## src/hw/ipc_pkg.sv

```systemverilog
// Package: register map, field positions, reset values and types of the interrupt priority control block
package ipc_pkg;
    // ------------------------------------------------------------
    // Register map (byte addresses)
    // ------------------------------------------------------------
    localparam logic [7:0] IPC_ADDR_PRIO   = 8'hB8;
    localparam logic [7:0] IPC_ADDR_ENABLE = 8'hA8;
    localparam logic [7:0] IPC_ADDR_STATUS = 8'hC0;

    // ------------------------------------------------------------
    // Field positions
    // ------------------------------------------------------------
    localparam int IPC_NUM_SRC    = 6;
    localparam int IPC_BIT_EXT0   = 0;
    localparam int IPC_BIT_TIMER0 = 1;
    localparam int IPC_BIT_EXT1   = 2;
    localparam int IPC_BIT_TIMER1 = 3;
    localparam int IPC_BIT_RSVD   = 6;
    localparam int IPC_BIT_BYPASS = 7;
    localparam int IPC_BIT_GATE   = 7;

    // ------------------------------------------------------------
    // Reset values and bus answers
    // ------------------------------------------------------------
    localparam logic [7:0] IPC_PRIO_RESET   = 8'h00;
    localparam logic [7:0] IPC_ENABLE_RESET = 8'h00;
    localparam logic [1:0] IPC_RESP_OKAY    = 2'h0;
    localparam logic [1:0] IPC_RESP_SLVERR  = 2'h2;

    // ------------------------------------------------------------
    // Types
    // ------------------------------------------------------------
    typedef struct packed {
        logic       valid;
        logic       level;
        logic [2:0] index;
    } ipc_offer_type;

    typedef enum logic [1:0] {
        IPC_IDLE = 2'b00,
        IPC_LOW  = 2'b01,
        IPC_HIGH = 2'b10,
        IPC_NEST = 2'b11
    } ipc_svc_type;
endpackage

```

## src/hw/ipc_arbiter.sv

```systemverilog
// Module: picks the next interrupt to offer from pending sources and their levels
`timescale 1ns/100ps
module ipc_arbiter (
    input  wire logic [ipc_pkg::IPC_NUM_SRC-1:0] pending,
    input  wire logic [ipc_pkg::IPC_NUM_SRC-1:0] highSel,
    input  wire logic                            highBusy,
    input  wire logic                            anyBusy,
    output ipc_pkg::ipc_offer_type               offer
);
    import ipc_pkg::*;

    logic [IPC_NUM_SRC-1:0] hiPend;
    logic [IPC_NUM_SRC-1:0] loPend;

    // Split pending requests by level
    genvar g;
    generate
        for (g = 0; g < IPC_NUM_SRC; g++) begin : gSplit
            assign hiPend[g] = pending[g] & highSel[g];
            assign loPend[g] = pending[g] & ~highSel[g];
        end
    endgenerate

    // High may interrupt low service; low waits for all service to end
    always_comb begin
        offer = '0;
        for (int i = IPC_NUM_SRC - 1; i >= 0; i--) begin
            if (!anyBusy && loPend[i]) begin
                offer.valid = 1'b1;
                offer.level = 1'b0;
                offer.index = 3'(i);
            end
        end
        // Lowest index wins inside a level, high level overrides
        for (int i = IPC_NUM_SRC - 1; i >= 0; i--) begin
            if (!highBusy && hiPend[i]) begin
                offer.valid = 1'b1;
                offer.level = 1'b1;
                offer.index = 3'(i);
            end
        end
    end
endmodule

```

## src/hw/ipc_top.sv

```systemverilog
// Module: interrupt priority control with AXI4-Lite register access
//
// Notes on behaviour
// - Priority bit 1 set puts timer 0 at high level, clear at low.
// - Priority bit 2 set puts external interrupt 1 at high level.
// - Priority bit 3 set puts timer 1 at high level.
// - Bypass bit clear: priority bits apply and high-level requests are served as such.
// - Bypass bit set: priority bits ignored, only enable register gates requests.
// - Global gate bit clear blocks every interrupt regardless of other settings.
//
// Added by the designer: the AXI4-Lite register port.
`timescale 1ns/100ps
module ipc_top (
    input  wire logic                            clk,
    input  wire logic                            sys_rst,
    input  wire logic [31:0]                     s_axi_awaddr,
    input  wire logic                            s_axi_awvalid,
    output logic                                 s_axi_awready,
    input  wire logic [31:0]                     s_axi_wdata,
    input  wire logic [3:0]                      s_axi_wstrb,
    input  wire logic                            s_axi_wvalid,
    output logic                                 s_axi_wready,
    output logic [1:0]                           s_axi_bresp,
    output logic                                 s_axi_bvalid,
    input  wire logic                            s_axi_bready,
    input  wire logic [31:0]                     s_axi_araddr,
    input  wire logic                            s_axi_arvalid,
    output logic                                 s_axi_arready,
    output logic [31:0]                          s_axi_rdata,
    output logic [1:0]                           s_axi_rresp,
    output logic                                 s_axi_rvalid,
    input  wire logic                            s_axi_rready,
    input  wire logic [ipc_pkg::IPC_NUM_SRC-1:0] irqSrc,
    input  wire logic                            irqAck,
    input  wire logic                            irqDone,
    output logic                                 irqReq,
    output logic                                 irqHigh,
    output logic [2:0]                           irqIndex
);
    import ipc_pkg::*;

    logic [7:0]             prio_r;
    logic [7:0]             enable_r;
    ipc_svc_type            svc_r;
    ipc_svc_type            svc_nxt;
    ipc_offer_type          offer_r;
    ipc_offer_type          offer_nxt;
    logic [IPC_NUM_SRC-1:0] highSel;
    logic [IPC_NUM_SRC-1:0] pending;
    logic                   bypass;
    logic                   wrFire;
    logic                   arFire;
    logic                   ackFire;
    logic [7:0]             wrAddr;
    logic [7:0]             rdAddr;
    logic                   bvalid_r;
    logic [1:0]             bresp_r;
    logic                   rvalid_r;
    logic [1:0]             rresp_r;
    logic [31:0]            rdata_r;

    // ------------------------------------------------------------
    // AXI4-Lite slave
    // ------------------------------------------------------------
    // Both write channels taken together; simpler than buffering one of them
    assign wrFire        = s_axi_awvalid && s_axi_wvalid && !bvalid_r;
    assign s_axi_awready = wrFire;
    assign s_axi_wready  = wrFire;
    assign arFire        = s_axi_arvalid && !rvalid_r;
    assign s_axi_arready = !rvalid_r;
    assign wrAddr        = s_axi_awaddr[7:0];
    assign rdAddr        = s_axi_araddr[7:0];
    assign s_axi_bvalid  = bvalid_r;
    assign s_axi_bresp   = bresp_r;
    assign s_axi_rvalid  = rvalid_r;
    assign s_axi_rresp   = rresp_r;
    assign s_axi_rdata   = rdata_r;

    // Register writes, byte lane 0 only
    always_ff @(posedge clk) begin
        if (sys_rst) begin
            prio_r   <= IPC_PRIO_RESET;
            enable_r <= IPC_ENABLE_RESET;
        end else if (wrFire && s_axi_wstrb[0] && s_axi_awaddr[31:8] == 24'h00_0000) begin
            if (wrAddr == IPC_ADDR_PRIO) begin
                prio_r <= s_axi_wdata[7:0];
            end
            if (wrAddr == IPC_ADDR_ENABLE) begin
                enable_r <= s_axi_wdata[7:0];
            end
        end
    end

    // Write response, status register is read-only
    always_ff @(posedge clk) begin
        if (sys_rst) begin
            bvalid_r <= 1'b0;
            bresp_r  <= IPC_RESP_OKAY;
        end else if (wrFire) begin
            bvalid_r <= 1'b1;
            bresp_r  <= (s_axi_awaddr[31:8] == 24'h00_0000 &&
                         (wrAddr == IPC_ADDR_PRIO || wrAddr == IPC_ADDR_ENABLE)) ? IPC_RESP_OKAY : IPC_RESP_SLVERR;
        end else if (s_axi_bready) begin
            bvalid_r <= 1'b0;
        end
    end

    // Read data; reserved bit 6 reads as one in both control registers
    always_ff @(posedge clk) begin
        if (sys_rst) begin
            rvalid_r <= 1'b0;
            rresp_r  <= IPC_RESP_OKAY;
            rdata_r  <= 32'h0000_0000;
        end else if (arFire) begin
            rvalid_r <= 1'b1;
            rresp_r  <= IPC_RESP_OKAY;
            rdata_r  <= 32'h0000_0000;
            if (s_axi_araddr[31:8] != 24'h00_0000) begin
                rresp_r <= IPC_RESP_SLVERR;
            end else if (rdAddr == IPC_ADDR_PRIO) begin
                rdata_r[7:0]        <= prio_r;
                rdata_r[IPC_BIT_RSVD] <= 1'b1;
            end else if (rdAddr == IPC_ADDR_ENABLE) begin
                rdata_r[7:0]        <= enable_r;
                rdata_r[IPC_BIT_RSVD] <= 1'b1;
            end else if (rdAddr == IPC_ADDR_STATUS) begin
                // Service state on top, offer below; bit 3 unused so the index sits at the bottom
                rdata_r[7:0] <= {svc_r, offer_r.valid, offer_r.level, 1'b0, offer_r.index};
            end else begin
                rresp_r <= IPC_RESP_SLVERR;
            end
        end else if (s_axi_rready) begin
            rvalid_r <= 1'b0;
        end
    end

    // ------------------------------------------------------------
    // Level selection and gating
    // ------------------------------------------------------------
    // Bypass stops the priority circuit: every source falls to one level
    assign bypass  = prio_r[IPC_BIT_BYPASS];
    assign highSel = bypass ? '0 : prio_r[IPC_NUM_SRC-1:0];
    // Global gate and per-source enables decide what is pending
    assign pending = irqSrc & enable_r[IPC_NUM_SRC-1:0] & {IPC_NUM_SRC{enable_r[IPC_BIT_GATE]}};

    // ------------------------------------------------------------
    // Service nesting state
    // ------------------------------------------------------------
    assign ackFire = irqAck && offer_r.valid;

    // Two nesting levels: a high service may sit on top of a low one
    always_comb begin
        svc_nxt = svc_r;
        case (svc_r)
            IPC_IDLE: begin
                if (ackFire) begin
                    svc_nxt = offer_r.level ? IPC_HIGH : IPC_LOW;
                end
            end
            IPC_LOW: begin
                if (ackFire && offer_r.level) begin
                    svc_nxt = IPC_NEST;
                end else if (irqDone) begin
                    svc_nxt = IPC_IDLE;
                end
            end
            IPC_HIGH: begin
                if (irqDone) begin
                    svc_nxt = IPC_IDLE;
                end
            end
            IPC_NEST: begin
                if (irqDone) begin
                    svc_nxt = IPC_LOW;
                end
            end
            default: svc_nxt = IPC_IDLE;
        endcase
    end

    always_ff @(posedge clk) begin
        if (sys_rst) begin
            svc_r <= IPC_IDLE;
        end else begin
            svc_r <= svc_nxt;
        end
    end

    // Arbiter sees next service state so an accepted offer is not repeated
    ipc_arbiter uArb (
        .pending  (pending),
        .highSel  (highSel),
        .highBusy (svc_nxt == IPC_HIGH || svc_nxt == IPC_NEST),
        .anyBusy  (svc_nxt != IPC_IDLE),
        .offer    (offer_nxt)
    );

    always_ff @(posedge clk) begin
        if (sys_rst) begin
            offer_r <= '0;
        end else begin
            offer_r <= offer_nxt;
        end
    end

    assign irqReq   = offer_r.valid;
    assign irqHigh  = offer_r.level;
    assign irqIndex = offer_r.index;

    // ------------------------------------------------------------
    // Assertions
    // ------------------------------------------------------------
    a_timer0_level: assert property (@(posedge clk) disable iff (sys_rst)
        offer_nxt.valid && offer_nxt.index == 3'(IPC_BIT_TIMER0) |=> irqHigh == (!$past(bypass) && $past(prio_r[1])))
        else $error("timer 0 offered at wrong level");
    a_ext1_level: assert property (@(posedge clk) disable iff (sys_rst)
        offer_nxt.valid && offer_nxt.index == 3'(IPC_BIT_EXT1) |=> irqHigh == (!$past(bypass) && $past(prio_r[2])))
        else $error("external 1 offered at wrong level");
    a_timer1_level: assert property (@(posedge clk) disable iff (sys_rst)
        offer_nxt.valid && offer_nxt.index == 3'(IPC_BIT_TIMER1) |=> irqHigh == (!$past(bypass) && $past(prio_r[3])))
        else $error("timer 1 offered at wrong level");
    a_high_offered: assert property (@(posedge clk) disable iff (sys_rst)
        !bypass && |(pending & highSel) && svc_nxt != IPC_HIGH && svc_nxt != IPC_NEST |=> irqReq && irqHigh)
        else $error("pending high request not offered");
    a_bypass_flat: assert property (@(posedge clk) disable iff (sys_rst)
        $past(bypass) && bypass |-> !irqHigh && svc_r != IPC_NEST)
        else $error("priority level used while bypassed");
    a_gate_blocks: assert property (@(posedge clk) disable iff (sys_rst)
        !enable_r[IPC_BIT_GATE] |=> !irqReq)
        else $error("request offered with global gate closed");
    a_low_waits: assert property (@(posedge clk) disable iff (sys_rst)
        svc_r != IPC_IDLE && svc_nxt != IPC_IDLE |=> !(irqReq && !irqHigh))
        else $error("low request offered during service");
    a_high_preempts: assert property (@(posedge clk) disable iff (sys_rst)
        svc_r == IPC_LOW && ackFire && offer_r.level && !irqDone |=>
            svc_r == IPC_NEST ##1 (svc_r == IPC_NEST || irqDone || svc_r == IPC_LOW))
        else $error("high request did not nest over low service");
endmodule

```

## config.mk

```make
export PLATFORM = sky130hd
export DESIGN_NAME = ipc_top
export DESIGN_NICKNAME = d
export VERILOG_FILES = /design/src/hw/ipc_pkg.sv /design/src/hw/ipc_arbiter.sv /design/src/hw/ipc_top.sv
export SDC_FILE = /design/constraint.sdc
export NUM_CORES = 1
export LEC_CHECK = 0
export BUFFER_PORTS_ARGS = -buffer_cell sky130_fd_sc_hd__buf_2
export CORE_MARGIN = 4
export CORE_UTILIZATION = 40
export DETAILED_ROUTE_END_ITERATION = 10
export PLACE_DENSITY = 0.81
export SLEW_MARGIN = 10
export SYNTH_ARGS = -nofsm -noshare
export SYNTH_HDL_FRONTEND = slang
export SYNTH_SLANG_ARGS = --single-unit
```

## constraint.sdc

```tcl
create_clock -name clk -period 1.85 [get_ports clk]
set_input_delay 0.185 -clock clk [delete_from_list [all_inputs] [get_ports clk]]
set_output_delay 0.185 -clock clk [all_outputs]
set_load 0.005 [all_outputs]
```

==> impl_summary.txt <==
----------------------------------------------------
[Detailed routing]
  Per-cell routed wire length ... 13.05 um
  Number of vias per cell after detailed routing ... 5.079
  Post-route DRC ... 0
  Via total after detailed routing ... 2113
  Number of DRC markers in iteration 0 ... 68
  First drt pass iteration count ... 4
  Total wire length ... 5.428 mm
  Detail Route Antenna Nets ... 0

[Timing]
  Hold Worst Slack ... 0.08608 ns
  Final-report max-slew violation count ... 0
  Worst Setup Slack, final ... 0.3007 ns
  Accumulated negative setup slack ... 0 ns
  RSZ-0062 raised after global routing ... no
  Post-layout minimum cycle time ... 1.549 ns
  Transition time at the pin with the least slew margin ... 0.5011 ns
  Clk_skew ... 0.006597 ns
  Timing-limited maximum frequency ... 645.4 MHz
  Final setup violation count ... 0
  Count of final hold-check violations ... 0
  Crit share post-route ... 0.8375
  Rel. slew slack ... 0.6660

[Clocking]
  Clk_lat worst skew ... 0.28 ns
  Number of clock sinks ... 33
  Number of buffers inserted during clock tree synthesis ... 5
  Cell chosen for the clock root ... clkbuf_8
  PostCTS Resize Cnt ... 0
  Count of H-tree levels built during CTS ... 2
  CTS tree ... done
  Max clock buf depth ... 2
  Clock Pin Slew Worst Setup and Hold Paths ... 0.07 ns
  Buffers inserted by post-CTS timing repair ... 0
  CTS Hold Bufs ... 0

[Critical path]
  Endpoint class of the critical path ... flop
  Worst Reg-to-Reg Cells ... 5
  Required time at the endpoint of the critical path ... 2.03 ns
  Launch point of the worst reg-to-reg path ... svc_r[1]$_SDFF_PP0_
  Minimum setup slack among reg-to-reg paths ... 0.35 ns
  Signal arrival time at the worst endpoint ... 1.73 ns
  CP Class ... in -> reg
  Max FO, Critical Path ... 14
  Reg2Reg Capture Point ... irqIndex[2]$_SDFF_PP0_
  CP startpoint kind ... input port

[Finish]
  Area used by multi-input combinational logic ... 1204 um2
  Fill count ... 498
  Flip-flop and latch area ... 660.6 um2
  Proportion of layout cells with a drive suffix above 1 ... 0.3782
  Area grow syn2layout ... 31.98%
  Number of nets in the finished design ... 463
  Count of inserted antenna diode cells ... 0

[Yosys]
  Fraction of the yosys area taken by sequential cells ... 0.3253
  Area of the mapped netlist ... 2031 um2
  Largest cells by area after synthesis ... dfxtp_1 (33%), buf_4 (10%), nand3b_1 (5.2%)
  Fraction of synthesis flops using an asynchronous set or reset pin ... 0
  Cell accounting for the most synthesized area ... dfxtp_1
  Dominant register cell in the synthesized netlist ... dfxtp_1
  Count of distinct cell types in the synthesized netlist ... 53
  Number of enable flip-flop cells after synthesis ... 0
  Commonest cells in the netlist ... dfxtp_1 (33), buf_4 (27), nand2_1 (18)
  Post-synthesis register bit count ... 33
  Most frequent cell after synthesis ... dfxtp_1
  Count of yosys warnings during synthesis ... 0
  Avg Inst Size Synth ... 8.497 um2
  Share of Yosys cell area claimed by the top area cell type ... 0.3253
  Cell count after synthesis ... 239

[Die]
  Die Span X ... 79.25 um
  DIE HEIGHT ... 79.25 um
  I/O pins ... 161
  Die Outline Area ... 6281 um2
  Placeable core area ... 4817 um2
  Initial Utilization ... 0.4216
  Core Rows ... 25

[Global routing]
  Antenna violations before repair ... 0
  Overall overflow remaining after global route ... 0
  Via count of the first global-routing pass ... 1969
  First-pass GRT wire length ... 8.480 mm
  Pin count of the biggest net entering global routing ... 34
  Total routing usage reported by global routing ... 0.1706

[Hold path]
  Min-Delay Endpoint ... s_axi_rvalid$_SDFFE_PP0P_
  Hold Crit Start ... s_axi_rready
  Cell count of the worst hold path ... 2
  Min-Delay Path Class ... in -> reg

[Power and ir drop]
  Cell internal pwr ... 1255 uW
  Switching power as a share of total power ... 0.2173
  Sequential Power Share ... 0.449
  Proportion of power drawn by the clock network ... 0.434
  IR drop worst, VDD ... 349.0 uV
  Power density over the cells ... 598.5 nW/um2
  Leakage power total ... 0.001233 uW
  Combinational share of power ... 0.117
  Net switching power ... 348.5 uW
  Power after layout ... 1604 uW

[Status]
  Status ... finished, final reports clean

[Placed design]
  Routability cong. ... 0.8611
  Detail Placement HPWL ... 4.470 mm
  Pre-CTS setup slack ... -0.0005826 ns
  IO buf count ... 106

[Flow run]
  Number of maximum-capacitance constraint violations ... 0

----------------------------------------------------
sequential cells by signal, indices dropped and copies added (netlist names):
name and count:
enable_r 7, irqHigh 1, irqIndex 3, irqReq 1, prio_r 7, s_axi_bresp 1
s_axi_bvalid 1, s_axi_rdata 8, s_axi_rresp 1, s_axi_rvalid 1, svc_r 2
worst max-delay path by stage:
stage | depth (start not counted) | from | slack, ns | end
2_1_floorplan | 6 | s_axi_awaddr[27] | 0.14 | enable_r[0]$_SDFFE_PP0P_
3_5_place_dp | 7 | s_axi_awaddr[27] | -0.0006 | enable_r[2]$_SDFFE_PP0P_
3_3_place_gp | 7 | s_axi_awaddr[27] | 0.05 | enable_r[3]$_SDFFE_PP0P_
5_1_grt | 5 | prio_r[7]$_SDFFE_PP0P_ | 0.19 | irqIndex[1]$_SDFF_PP0_
6_report | 7 | s_axi_awaddr[27] | 0.30 | enable_r[2]$_SDFFE_PP0P_
4_1_cts | 7 | s_axi_awaddr[27] | 0.30 | enable_r[2]$_SDFFE_PP0P_
logic make-up after synthesis:
family / share of synthesized area
AND/OR/NAND/NOR: 0.3081
AO/OA/AOI/OAI: 0.2021
buffers and inverters: 0.1282
flip-flops: 0.3253
multiplexers: 0.03451
other: 0.001847
routing by layer:
layer	global-route usage	wire length, um	vias up
li1	-	-	1051
met1	0.1929	2212	954
met2	0.3131	2697	97
met3	0.03628	433	11
met4	0.06014	85	0
met5	0	0	-
critical path, stage by stage:
cell,delay (ns)
buf_2,0.09
or4_1,0.57
nor4_4,0.36
nand4_2,0.17
buf_12,0.18
nand3b_1,0.10
o21ai_2,0.05
layout by cell type (no fill, tap or decap), types with 3 or more instances in the layout:
cell      netlist  layout
nor4_1          9       9
nand2b_1       10      10
a22o_1          8       8
inv_1           6       6
nand3_1         5       5
mux2i_1         7       7
a21oi_1         8       8
nor2b_1         5       5
o21ai_0         9       9
buf_2           1     106
conb_1          1      26
buf_4          27       3
nor3_1          3       3
dfxtp_1        33      33
nand3b_1       14      14
nand2_1        18      18
o21ai_2         7       7
nor2_1         11      11
clkbuf_8        0       6
nand4_1         3       3
nor3b_1         4       4
o21ai_1         7       7
stage by stage:
step	instance area (um2)	utilization	std cells
final	2680	0.5564	416
after global routing	2680	0.5564	416
after CTS	2680	0.5564	416
after detailed placement	2564	0.5322	408
after global placement	2564	0.5322	408
after floorplan	2125	-	264
power by group through the flow:
stage | clock [uW] | combinational (uW) | sequential, uW
floorplan | 0 | 113 | 737
CTS | 712 | 189 | 721
global placement | 0 | 183 | 737
finish | 695 | 188 | 721
detailed placement | 0 | 189 | 737
global route | 742 | 212 | 721
cell type report:
cell class	count	area share
Sequential cell	33	0.2465
Clock buffer	7	0.03221
Tap cell	67	0.03128
Clock inverter	1	0.01120
Inverter	6	0.008403
Multi-Input combinational cell	191	0.4491
Timing Repair Buffer	111	0.2213
Power figures use the tool's default switching activity.
